### src/hw/trc_defs.vh
// Constants for the tag reader command handler.
// Included by the command handler and the bench; definitions only.
`ifndef TRC_DEFS_VH
`define TRC_DEFS_VH
// Register byte offsets
`define TRC_CTRL_OFS 8'h00
`define TRC_STATUS_OFS 8'h04
`define TRC_CMD_OFS 8'h08
`define TRC_PARAM_OFS 8'h0C
`define TRC_RESULT_OFS 8'h10
`define TRC_ADDR_OFS 8'h14
`define TRC_DUMP_OFS 8'h18
// Command codes
`define TRC_CMD_STATE 3'h1
`define TRC_CMD_READ 3'h2
`define TRC_CMD_INIT 3'h3
`define TRC_CMD_RST 3'h4
`define TRC_CMD_VERSION 3'h5
`define TRC_CMD_DUMP 3'h6
`define TRC_CMD_SAVE 3'h7
// Reply kinds
`define TRC_REP_STATE 3'h1
`define TRC_REP_TAG 3'h2
`define TRC_REP_BOOT 3'h3
`define TRC_REP_VERSION 3'h4
`define TRC_REP_DUMP 3'h5
`define TRC_REP_OK 3'h6
`define TRC_REP_ERR 3'h7
// Parameter indices
`define TRC_P_TYPE 3'h0
`define TRC_P_IDCNT 3'h1
`define TRC_P_OVLP 3'h2
`define TRC_P_QN 3'h3
`define TRC_P_QR 3'h4
`define TRC_P_TMO 3'h5
// Defaults and maxima
`define TRC_DEF_TYPE 8'h01
`define TRC_DEF_IDCNT 8'h01
`define TRC_DEF_OVLP 8'h01
`define TRC_DEF_QN 8'h02
`define TRC_DEF_QR 8'h02
`define TRC_DEF_TMO 8'h05
`define TRC_MAX_IDCNT 8'h01
`define TRC_MAX_OVLP 8'h02
`define TRC_MAX_Q 8'h02
`define TRC_MODE 8'h02
// Timeout step per unit in ms, and clock rate
`define TRC_TMO_STEP_MS 100
`define TRC_CLK_HZ 25000000
// Fields
`define TRC_CARRIAGE_RET 8'h0D
`define TRC_ERR_NOREAD 8'hE1
`define TRC_ERR_RANGE 8'hE2
`define TRC_ERR_LINK 8'hE3
`endif

### src/hw/trc_param_mem.v
// Eight-entry parameter store with registered read port.
// Assumes one writer; reads appear one cycle after the address.
`timescale 1ns/100ps
module trc_param_mem #(
    parameter DEPTH = 8
) (
    input wire clk,
    input wire [2:0] wrAddr,
    input wire [7:0] wrData,
    input wire wrEn,
    input wire [2:0] rdAddr,
    output reg [7:0] rdData
);
    reg [7:0] mem [0:DEPTH-1];

    // Write then registered read
    always @(posedge clk) begin
        if (wrEn) begin
            mem[wrAddr] <= wrData;
        end
        rdData <= mem[rdAddr];
    end
endmodule // trc_param_mem

### src/hw/trc_command_handler.v
// Command handler: fieldbus link state, reader commands, parameters.
// Assumes link status and tag reads come from same-clock logic, node address pins are asynchronous.
// Functional notes
// - One slave configuration only; no device-specific user parameter data accepted.
// - Successful parametrization makes device ready and lights the run indicator.
// - Link-fail indicator off in data exchange, lit on error.
// - Single mode 2; every read cycle started by master trigger.
// - Only a reduced command and parameter set accepted.
// - Diagnosis replies with current state or error message.
// - Read-tag performs a transponder read, answers with tag number.
// - Load-defaults restores config, restart restarts; both answer boot message with CR.
// - Version query, parameter dump listing, save answers ok.
// - Tag type accepts 1 or 2, default 1.
// - Identical-ID count accepts 0 or 1, default 1.
// - Telegram overlap accepts 0 to 2, default 1.
// - Both digital output parameters accept 0 to 2, default 2.
// - Read timeout accepts 0 to 255, default 5 meaning 500 ms.
// - After a read, tag code or error code is readable.
// - Link-fail lit until configured, parametrized and exchanging data; run lit once parametrized.
// - New node address takes effect only after reset.
`timescale 1ns/100ps
`include "trc_defs.vh"
module trc_command_handler #(
    parameter TAG_W = 32,
    parameter TMO_STEP_CYCLES = (`TRC_CLK_HZ / 1000) * `TRC_TMO_STEP_MS,
    parameter [31:0] VERSION_CODE = 32'h0001_0000 // Arbitrary value
) (
    input wire clk,
    input wire resetn,
    input wire [31:0] haddr,
    input wire [1:0] htrans,
    input wire hwrite,
    input wire [2:0] hsize,
    input wire [31:0] hwdata,
    input wire hsel,
    input wire hready,
    output reg [31:0] hrdata,
    output wire hreadyout,
    output wire hresp,
    input wire linkConfigOk,
    input wire linkParamOk,
    input wire linkUserPrm,
    input wire linkDataExchange,
    input wire [6:0] nodeAddrPins,
    output reg readStart,
    input wire readDone,
    input wire readOk,
    input wire [TAG_W-1:0] readTag,
    output reg [7:0] tagTypeOut,
    output reg [7:0] idCountOut,
    output reg [7:0] overlapOut,
    output reg runLed,
    output reg linkFailLed,
    output reg noReadOut,
    output reg readOut
);
    // FSM states
    localparam ST_IDLE = 2'd0;
    localparam ST_READ = 2'd1;
    localparam ST_DUMP = 2'd2;

    // Range check for bus parameter writes
    function legal;
        input [2:0] idx;
        input [7:0] v;
        begin
            case (idx)
                `TRC_P_TYPE: legal = (v == 8'h01) || (v == 8'h02);
                `TRC_P_IDCNT: legal = (v <= `TRC_MAX_IDCNT);
                `TRC_P_OVLP: legal = (v <= `TRC_MAX_OVLP);
                `TRC_P_QN: legal = (v <= `TRC_MAX_Q);
                `TRC_P_QR: legal = (v <= `TRC_MAX_Q);
                `TRC_P_TMO: legal = 1'b1;
                default: legal = 1'b0;
            endcase
        end
    endfunction

    function [7:0] defval;
        input [2:0] idx;
        begin
            case (idx)
                `TRC_P_TYPE: defval = `TRC_DEF_TYPE;
                `TRC_P_IDCNT: defval = `TRC_DEF_IDCNT;
                `TRC_P_OVLP: defval = `TRC_DEF_OVLP;
                `TRC_P_QN: defval = `TRC_DEF_QN;
                `TRC_P_QR: defval = `TRC_DEF_QR;
                default: defval = `TRC_DEF_TMO;
            endcase
        end
    endfunction

    // Bus address phase capture
    reg wrPend_reg;
    reg rdPend_reg;
    reg [7:0] addr_reg;
    wire take = hsel && hready && htrans[1];
    assign hreadyout = 1'b1; // Zero wait states
    assign hresp = 1'b0;
    always @(posedge clk) begin
        if (!resetn) begin
            wrPend_reg <= 1'b0;
            rdPend_reg <= 1'b0;
            addr_reg <= 8'h00;
        end else begin
            wrPend_reg <= take && hwrite;
            rdPend_reg <= take && !hwrite;
            if (take) begin
                addr_reg <= haddr[7:0];
            end
        end
    end

    // Node address pins through two flops, latched once after reset
    reg [6:0] nodeSync1_reg;
    reg [6:0] nodeSync2_reg;
    reg [6:0] nodeAddr_reg;
    reg [1:0] capCnt_reg;
    always @(posedge clk) begin
        nodeSync1_reg <= nodeAddrPins;
        nodeSync2_reg <= nodeSync1_reg;
        if (!resetn) begin
            capCnt_reg <= 2'd0;
            nodeAddr_reg <= 7'h00;
        end else if (capCnt_reg != 2'd3) begin
            capCnt_reg <= capCnt_reg + 2'd1;
            if (capCnt_reg == 2'd2) begin
                nodeAddr_reg <= nodeSync2_reg;
            end
        end
    end

    // Link state: user data refused, single configuration
    wire linkUp = linkConfigOk && linkParamOk && !linkUserPrm;
    wire exch = linkUp && linkDataExchange;
    always @(posedge clk) begin
        if (!resetn) begin
            runLed <= 1'b0;
            linkFailLed <= 1'b1;
        end else begin
            runLed <= linkUp;
            linkFailLed <= !exch;
        end
    end

    // Parameter shadow copies and backing store
    reg [7:0] par_reg [0:5];
    reg [2:0] memWrAddr;
    reg [7:0] memWrData;
    reg memWrEn;
    reg [2:0] memRdAddr;
    wire [7:0] memRdData;
    trc_param_mem #(.DEPTH(8)) u_mem (
        .clk(clk),
        .wrAddr(memWrAddr),
        .wrData(memWrData),
        .wrEn(memWrEn),
        .rdAddr(memRdAddr),
        .rdData(memRdData)
    );

    // Command engine registers
    reg [1:0] state_reg;
    reg busy_reg;
    reg done_reg;
    reg rangeErr_reg;
    reg [2:0] reply_reg;
    reg [31:0] result_reg;
    reg [31:0] dump_reg;
    reg [2:0] idx_reg;
    reg [31:0] tmo_reg;
    reg lastOk_reg;
    reg haveRead_reg;
    reg restart_reg;
    wire wr = wrPend_reg && exch;
    wire cmdWr = wr && (addr_reg == `TRC_CMD_OFS);
    wire parWr = wr && (addr_reg == `TRC_PARAM_OFS);
    wire [2:0] cmd = hwdata[2:0];
    wire crOk = (hwdata[15:8] == `TRC_CARRIAGE_RET);
    wire [2:0] pIdx = hwdata[10:8];
    wire [7:0] pVal = hwdata[7:0];
    wire [31:0] tmoCycles = par_reg[`TRC_P_TMO] * TMO_STEP_CYCLES;
    integer i;

    // Command engine
    always @(posedge clk) begin
        readStart <= 1'b0;
        memWrEn <= 1'b0;
        if (!resetn || restart_reg) begin
            for (i = 0; i < 6; i = i + 1) begin
                par_reg[i] <= defval(i[2:0]);
            end
            state_reg <= ST_IDLE;
            busy_reg <= 1'b0;
            done_reg <= restart_reg; // Boot reply after warm start
            rangeErr_reg <= 1'b0;
            reply_reg <= restart_reg ? `TRC_REP_BOOT : 3'd0;
            result_reg <= restart_reg ? {24'h0000_00, `TRC_CARRIAGE_RET} : 32'h0000_0000;
            dump_reg <= 32'h0000_0000;
            idx_reg <= 3'd0;
            tmo_reg <= 32'h0000_0000;
            lastOk_reg <= 1'b0;
            haveRead_reg <= 1'b0;
            restart_reg <= 1'b0;
            memWrAddr <= 3'd0;
            memWrData <= 8'h00;
            memRdAddr <= 3'd0;
        end else begin
            // Result read clears done, unless a completion lands now
            if (rdPend_reg && addr_reg == `TRC_RESULT_OFS) begin
                done_reg <= 1'b0;
            end
            // Parameter writes, only when idle
            if (parWr && !busy_reg) begin
                if (legal(pIdx, pVal)) begin
                    par_reg[pIdx] <= pVal;
                end else begin
                    rangeErr_reg <= 1'b1;
                end
            end
            case (state_reg)
                ST_IDLE: begin
                    if (cmdWr && !busy_reg) begin
                        done_reg <= 1'b0;
                        case (cmd)
                            `TRC_CMD_STATE: begin
                                reply_reg <= rangeErr_reg ? `TRC_REP_ERR : `TRC_REP_STATE;
                                result_reg <= rangeErr_reg ? {24'h0000_00, `TRC_ERR_RANGE} :
                                    {8'h00, `TRC_MODE, 7'h00, haveRead_reg, 7'h00, lastOk_reg};
                                rangeErr_reg <= 1'b0;
                                done_reg <= 1'b1;
                            end
                            `TRC_CMD_READ: begin
                                if (crOk) begin
                                    readStart <= 1'b1;
                                    busy_reg <= 1'b1;
                                    tmo_reg <= tmoCycles;
                                    state_reg <= ST_READ;
                                end else begin
                                    reply_reg <= `TRC_REP_ERR;
                                    done_reg <= 1'b1;
                                end
                            end
                            `TRC_CMD_INIT, `TRC_CMD_RST: begin
                                restart_reg <= 1'b1;
                            end
                            `TRC_CMD_VERSION: begin
                                reply_reg <= `TRC_REP_VERSION;
                                result_reg <= VERSION_CODE;
                                done_reg <= 1'b1;
                            end
                            `TRC_CMD_DUMP: begin
                                dump_reg <= {par_reg[3], par_reg[2], par_reg[1], par_reg[0]};
                                result_reg <= {16'h0000, par_reg[5], par_reg[4]};
                                reply_reg <= `TRC_REP_DUMP;
                                done_reg <= 1'b1;
                            end
                            `TRC_CMD_SAVE: begin
                                busy_reg <= 1'b1;
                                idx_reg <= 3'd0;
                                state_reg <= ST_DUMP;
                            end
                            default: begin
                                reply_reg <= `TRC_REP_ERR;
                                done_reg <= 1'b1;
                            end
                        endcase
                    end
                end
                ST_READ: begin
                    tmo_reg <= tmo_reg - 32'd1;
                    if (readDone || tmo_reg == 32'd0) begin
                        busy_reg <= 1'b0;
                        done_reg <= 1'b1;
                        haveRead_reg <= 1'b1;
                        lastOk_reg <= readDone && readOk;
                        reply_reg <= (readDone && readOk) ? `TRC_REP_TAG : `TRC_REP_ERR;
                        result_reg <= (readDone && readOk) ? readTag[31:0] : {24'h0000_00, `TRC_ERR_NOREAD};
                        state_reg <= ST_IDLE;
                    end
                end
                ST_DUMP: begin
                    // Save walks the six values into the store
                    memWrEn <= 1'b1;
                    memWrAddr <= idx_reg;
                    memWrData <= par_reg[idx_reg];
                    memRdAddr <= idx_reg;
                    idx_reg <= idx_reg + 3'd1;
                    if (idx_reg == 3'd5) begin
                        busy_reg <= 1'b0;
                        done_reg <= 1'b1;
                        reply_reg <= `TRC_REP_OK;
                        result_reg <= 32'h0000_4F4B;
                        state_reg <= ST_IDLE;
                    end
                end
                default: begin
                    state_reg <= ST_IDLE;
                end
            endcase
        end
    end

    // Parameter outputs and digital outputs
    always @(posedge clk) begin
        if (!resetn) begin
            tagTypeOut <= `TRC_DEF_TYPE;
            idCountOut <= `TRC_DEF_IDCNT;
            overlapOut <= `TRC_DEF_OVLP;
            noReadOut <= 1'b0;
            readOut <= 1'b0;
        end else begin
            tagTypeOut <= par_reg[`TRC_P_TYPE];
            idCountOut <= par_reg[`TRC_P_IDCNT];
            overlapOut <= par_reg[`TRC_P_OVLP];
            // 0 off, 1 on, 2 follows last read
            noReadOut <= (par_reg[`TRC_P_QN] == 8'h02) ? (haveRead_reg && !lastOk_reg) :
                par_reg[`TRC_P_QN][0];
            readOut <= (par_reg[`TRC_P_QR] == 8'h02) ? lastOk_reg : par_reg[`TRC_P_QR][0];
        end
    end

    // Read mux, registered into the data phase
    always @(posedge clk) begin
        if (!resetn) begin
            hrdata <= 32'h0000_0000;
        end else if (take && !hwrite) begin
            case (haddr[7:0])
                `TRC_CTRL_OFS: hrdata <= {24'h0000_00, `TRC_MODE};
                `TRC_STATUS_OFS: hrdata <= {16'h0000, 1'b0, nodeAddr_reg, rangeErr_reg, reply_reg,
                    runLed, linkFailLed, busy_reg, done_reg};
                `TRC_RESULT_OFS: hrdata <= result_reg;
                `TRC_ADDR_OFS: hrdata <= {25'h000_0000, nodeAddr_reg};
                `TRC_DUMP_OFS: hrdata <= dump_reg;
                `TRC_PARAM_OFS: hrdata <= {24'h0000_00, memRdData};
                default: hrdata <= 32'h0000_0000;
            endcase
        end
    end
endmodule // trc_command_handler

### config.mk
export PLATFORM = sky130hd
export DESIGN_NAME = trc_command_handler
export DESIGN_NICKNAME = d
export VERILOG_FILES = /design/src/hw/trc_param_mem.v /design/src/hw/trc_command_handler.v
export VERILOG_INCLUDE_DIRS = /design/src /design/src/hw
export SDC_FILE = /design/constraint.sdc
export NUM_CORES = 1
export LEC_CHECK = 0
export BUFFER_PORTS_ARGS = -buffer_cell sky130_fd_sc_hd__buf_2
export CORE_AREA = 4 4 182 184
export CTS_CLUSTER_SIZE = 40
export DETAILED_ROUTE_END_ITERATION = 10
export DIE_AREA = 0 0 186 188
export MAX_ROUTING_LAYER = met4
export PLACE_DENSITY_LB_ADDON = 0.08
export SLEW_MARGIN = 20
export SYNTH_ARGS = -nofsm -noshare
export SYNTH_HDL_FRONTEND = slang
export SYNTH_SLANG_ARGS = --single-unit
### constraint.sdc
create_clock -name clk -period 4.6 [get_ports clk]
set_clock_uncertainty 0.2 [all_clocks]
set_input_delay 0.92 -clock clk [delete_from_list [all_inputs] [get_ports clk]]
set_output_delay 0.92 -clock clk [all_outputs]
set_load 0.02 [all_outputs]
# [Yosys cells after proc, flatten, opt, wreduce, memory -nomap -nowiden]
# Memories as Yosys holds them, arrays and structs flattened. A register that Yosys moved wholly into a read port is not among the register bits.
# Cells that the tools add are included.
[totals] reg_bits=152 mem_count=2 out_inout_bits=63 word_cells=204 input_bits=119 mem_bits_rw=112
[mem_list] memory="u_mem.mem" depth=8 word_bits=8 read_ports=1 rd_ports_with_merged_regs=1 wr=1 line_no="trc_param_mem.v:14" text="reg [7:0] mem [0:DEPTH-1];"
[mem_list] memory="par_reg" depth=6 word_bits=8 read_ports=11 rd_ports_with_merged_regs=8 wr=6 line_no="trc_command_handler.v:147" text="reg [7:0] par_reg [0:5];"
[classes] n_eq_ne=44 addsub=3 bitwise=3 n_reduce_logical=50 mul=1 muxes=73 n_lt_le_gt_ge=2
[op_table] operator="32-bit two-way mux" n=8
[op_table] operator="32-bit one-hot mux with 3 select lines" n=2
[op_table] operator="32-bit one-hot mux with 6 select lines" n=1
[op_table] operator="32-bit one-hot mux with 2 select lines" n=1
[op_table] operator="8-bit by 4-bit equality test with 1-bit output (second input constant)" n=4
[op_table] operator="8-bit by 5-bit equality test with 1-bit output (second input constant)" n=4
[op_table] operator="32-bit zero test" n=1
[op_table] operator="8-bit two-way mux" n=4
[op_table] operator="32-bit by 1-bit subtractor with 32-bit output (second input constant)" n=1
[op_table] operator="1-bit two-way mux" n=30
[op_table] operator="3-bit two-way mux" n=10
[op_table] operator="8-bit by 17-bit multiplier with 25-bit output (second input constant)" n=1
[op_table] operator="8-bit by 2-bit equality test with 1-bit output (second input constant)" n=3
[op_table] operator="3-bit equality test (second input constant)" n=7
[op_table] operator="18-bit two-way mux" n=1
[op_table] operator="1-bit logical AND" n=15
[op_table] operator="3-bit != test (second input constant)" n=5
[op_table] operator="3-bit one-hot mux with 5 select lines" n=1
[op_table] operator="3-bit by 2-bit equality test with 1-bit output (second input constant)" n=4
[op_table] operator="6-bit AND reduction" n=2
[op_table] operator="2-bit two-way mux" n=5
[op_table] operator="2-bit != test (second input constant)" n=5
[op_table] operator="5-bit AND reduction" n=2
[op_table] operator="1-bit zero test" n=9
[op_table] operator="36 further kinds" n=50

# [Depth between registers and ports, before layout]
[logic_depth] ltp_word=14 mapped_depth=16 ltp_nobuf=16

# [Modules after synthesis]
# A second synthesis with hierarchy kept.
[hier_totals] hier_cells=1554 hier_area_um2=16838.6
[modules_own_cells] module="trc_command_handler" n_inst=1 seq_area_each_um2=6596.3 area_per_inst_um2=14147.3 cells_each=1440
[modules_own_cells] module="trc_param_mem" n_inst=1 seq_area_each_um2=2082.0 area_per_inst_um2=2691.3 cells_each=114

# [Least setup slack after synthesis]
# Ideal clock, no wire load.
[synth_path] path_kind="register -> register" start="memory par_reg[5][6]" end="register tmo_reg[24]" required_time_ns=4.330 period_less_slack_ns=4.788 setup_time_ns=0.070 arrival_ns=4.517 path_buffers=0 path_slack_ns=-0.188 path_stages_with_launch=16 path_cell_list="edfxtp_1 -> inv_1 -> ha_1 -> inv_1 -> fa_1 -> fa_1 -> fa_1 -> ha_1 -> o21a_1 -> o211ai_1 -> nor3b_1 -> a2111oi_4 -> nor2_2 -> or4b_1 -> a31o_1 -> a21oi_1"
[synth_rtl] element="from (decl)" line_no="trc_command_handler.v:147"
[synth_rtl] element="to (signal assigned)" line_no="trc_command_handler.v:237" text="tmo_reg <= tmoCycles;"
[synth_rtl] element="to (signal assigned)" line_no="trc_command_handler.v:271" text="tmo_reg <= tmo_reg - 32'd1;"
[synth_rtl] element="to (decl)" line_no="trc_command_handler.v:171" text="reg [31:0] tmo_reg;"

==> flow_summary.ini <==
[setup_path]
cp.arrival_ps = 4910
rr_endpoint = tmo_reg[24]
required_ps = 4860
cp-end-kind = register
rrSetupSlack_ps = -50
cp-startpoint = par_reg[5][7]
regToRegStartpoint = par_reg[5][7]
endpoint = tmo_reg[24]
worst_setup_path_start_kind = register
crit_fanout = 5
reg2reg_depth = 16
critical_path_class = register to register

[timing]
setup_tns_ps = -52.4
whs_ps = 125
grt_setup_unrepaired = yes
min_period_ps = 4650
fmax_mhz = 215
drv_slew = 0
max_slew.worst_pin.slew_ps = 1040
finalSetupViolations = 1
relSlewSlack_pct = 30.5
hold_viol_final = 0
post-route-period-util_pct = 101
finalWorstSetupSlack_ps = -52.4

[logic_synthesis]
async_flop_share_pct = 0
synth_seq_cells = 352
syn_avg_cell_area_sq_um = 11.0
synth_cells = 1498
netlist_area_sq_um = 16500
synth-xor-area-share_pct = 1.22
muxShareOfSynthArea_pct = 6.78
yosysTopAreaCellShare_pct = 29.7
synth_common_cells = nand2_1 (192), dfxtp_1 (189), edfxtp_1 (163)
yosysSeqAreaShare_pct = 52.6
synthAdderAreaFrac_pct = 8.25
yosys.area.top_type = edfxtp_1
synth_compound_area_share_pct = 13.3
synth_cell_type_count = 79
netlist_top_cells_area = edfxtp_1 (30%), dfxtp_1 (23%), ha_1 (6.1%)
synth_top_family_by_area = simple AND/OR/NAND/NOR gates
ys.flop_type = dfxtp_1
synth_edf_count = 163
yosys.area_share.simple_pct = 14.6
yosysWarnings = 0
yosysMostFrequentCell = nand2_1

[place]
gp_routability_congestion = 0.880
portBuffers = 135
preCtsSetupSlack_ps = -250
place_hpwl_um = 31600

[finish]
area_growth_pct = 18.1
diodes = 0
drive_above_1_share_pct = 20.1
nets = 1924
fin_util_pct = 62.1

[detailed_routing]
routedWlPerCell_um = 20.4
route.final.wire_length_um = 43700
dr.first_iter.drc_count = 985
avgViaCountPerCell = 5.74
drt-pass1-iter-count = 6
vias = 12300
drc = 0
drtAntennaViolNets = 0

[floorplanning]
die_area_sq_um = 35000
die_h_um = 188
row_count = 65
pin_count = 182
start_util_pct = 52.6
core_sq_um = 31400
fp.dieW_um = 186

[grt]
antenna_found_initial = 0
grt_pass1_wl_um = 67600
globalRouteOverflowTotal = 0
grt_pass1_vias = 12100
grt_max_degree = 87
grt_usage_pct = 25.4

[worst_hold_path]
hp-class = register to register

[clock_tree]
cts-buffers-inserted = 39
clkTransAtPathRegs_ps = 60
clock_sinks = 352
root_buffer = clkbuf_16
worstSkewPairLatency_ps = 530
htreeDepth = 2
clk_path_buf_depth = 3
tritoncts = built

[power]
peakVddDrop_v = 0.000375
p_leak_nw = 7.85
power_density_nw_per_um2 = 375

[status]
violations = negative setup slack
status = finished with violations

[job]
drv_cap = 0
-- layout make-up --
cell class                 count  area [sq um]
clock buffer                  55          1100
clock inverter                16           176
fill                        2593         11900
inverter                      50           188
multi-input combinational   1060          7650
sequential                   352          8680
tap                          402           503
timing repair buffer         204          1200
-- metrics by stage --
| stage | instances | cell area, sq um | power, W |
|---|---|---|---|
| floorplan | 1545 | 16700 | 0.00396 |
| global placement | 2059 | 18000 | 0.00422 |
| detailed placement | 2059 | 18000 | 0.00423 |
| CTS | 2135 | 19400 | 0.00732 |
| global route | 2139 | 19500 | 0.00760 |
| finish | 2139 | 19500 | 0.00731 |
-- routing by layer --
layer | routed length, um | vias up | track usage [%]
met5 | 0 | - | -
met1 | 18400 | 5947 | 33.7
met3 | 2390 | 69 | 2.95
met2 | 22000 | 393 | 42.2
li1 | - | 5870 | -
met4 | 972 | 0 | 5.72
-- critical path, cell delays in order, from the launching register on --
cell and delay, ps:
edfxtp_1 500, buf_4 190, ha_2 170, xor2_1 170, ha_1 180, a21o_1 160, fa_1 480, fa_1 570
ha_4 220, o21a_4 210, o2111ai_4 210, a21oi_2 100, a2111oi_4 400, nor2_2 60, or4b_1 470, a31o_1 200
a21oi_2 100
-- cells by family (layout without fill, tap and decap cells) --
kind of cell             after synthesis  in the layout
AND/OR/NAND/NOR                      498            498
flip-flops                           352            352
AO/OA/AOI/OAI                        322            322
buffers and inverters                133            325
adder cells (fa/ha/maj)               98             98
multiplexers                          70             70
XOR/XNOR                              23             23
other                                  2             49
-- report_power, final --
part,switching [W],internal (W),leakage (nW)
Sequential,0.0000615,0.00335,3.10
Clock,0.00124,0.00184,0.626
Combinational,0.000454,0.000364,4.12
Total,0.00175,0.00555,7.85
-- worst min path at each step --
stage               cells past startpoint          endpoint  slack (ps)        startpoint
floorplan                               0  nodeSync2_reg[0]         110  nodeSync1_reg[0]
global placement                        0  nodeSync2_reg[4]         110  nodeSync1_reg[4]
detailed placement                      0  nodeSync2_reg[3]         110  nodeSync1_reg[3]
CTS                                     0  nodeSync2_reg[4]         130  nodeSync1_reg[4]
global route                            0  nodeSync2_reg[5]         140  nodeSync1_reg[5]
finish                                  0  nodeSync2_reg[0]         130  nodeSync1_reg[0]
-- what timing repair did --
item / in CTS / in global routing
endpoints found under the hold margin: 0 / 0
hold buffers: 0 / 0
pin swaps: 18 / 14
setup endpoints to repair: 7 / 9
resized for setup: 11 / 8
setup buffers: 6 / 4
-- cell usage in the layout, fill, tap and decap left out, types with 11 or more instances in the layout --
cell type  netlist  routed
and3_1          17      17
o21ai_0         47      44
and2_1          33      33
nand2b_1        18      17
conb_1           2      49
dfxtp_1        189     188
a22oi_1         50      50
nand2_1        192     192
buf_4            3      68
nor3_1          28      27
or3_1           11      11
o211a_1         30      30
clkbuf_16        0      39
ha_1            80      73
fa_1            18      18
nor2b_1         15      14
a211oi_1        14      14
mux2_2          15      15
nand3_1         30      30
xnor2_1         11      11
a21oi_1         91      89
nor2_1          98      96
inv_1           50      48
buf_2            9     135
nor4_1          11      11
edfxtp_1       163     163
mux4_2          32      32
mux2i_1         23      23
xor2_1          12      12
Note: power is estimated with default switching activity, not from simulation.
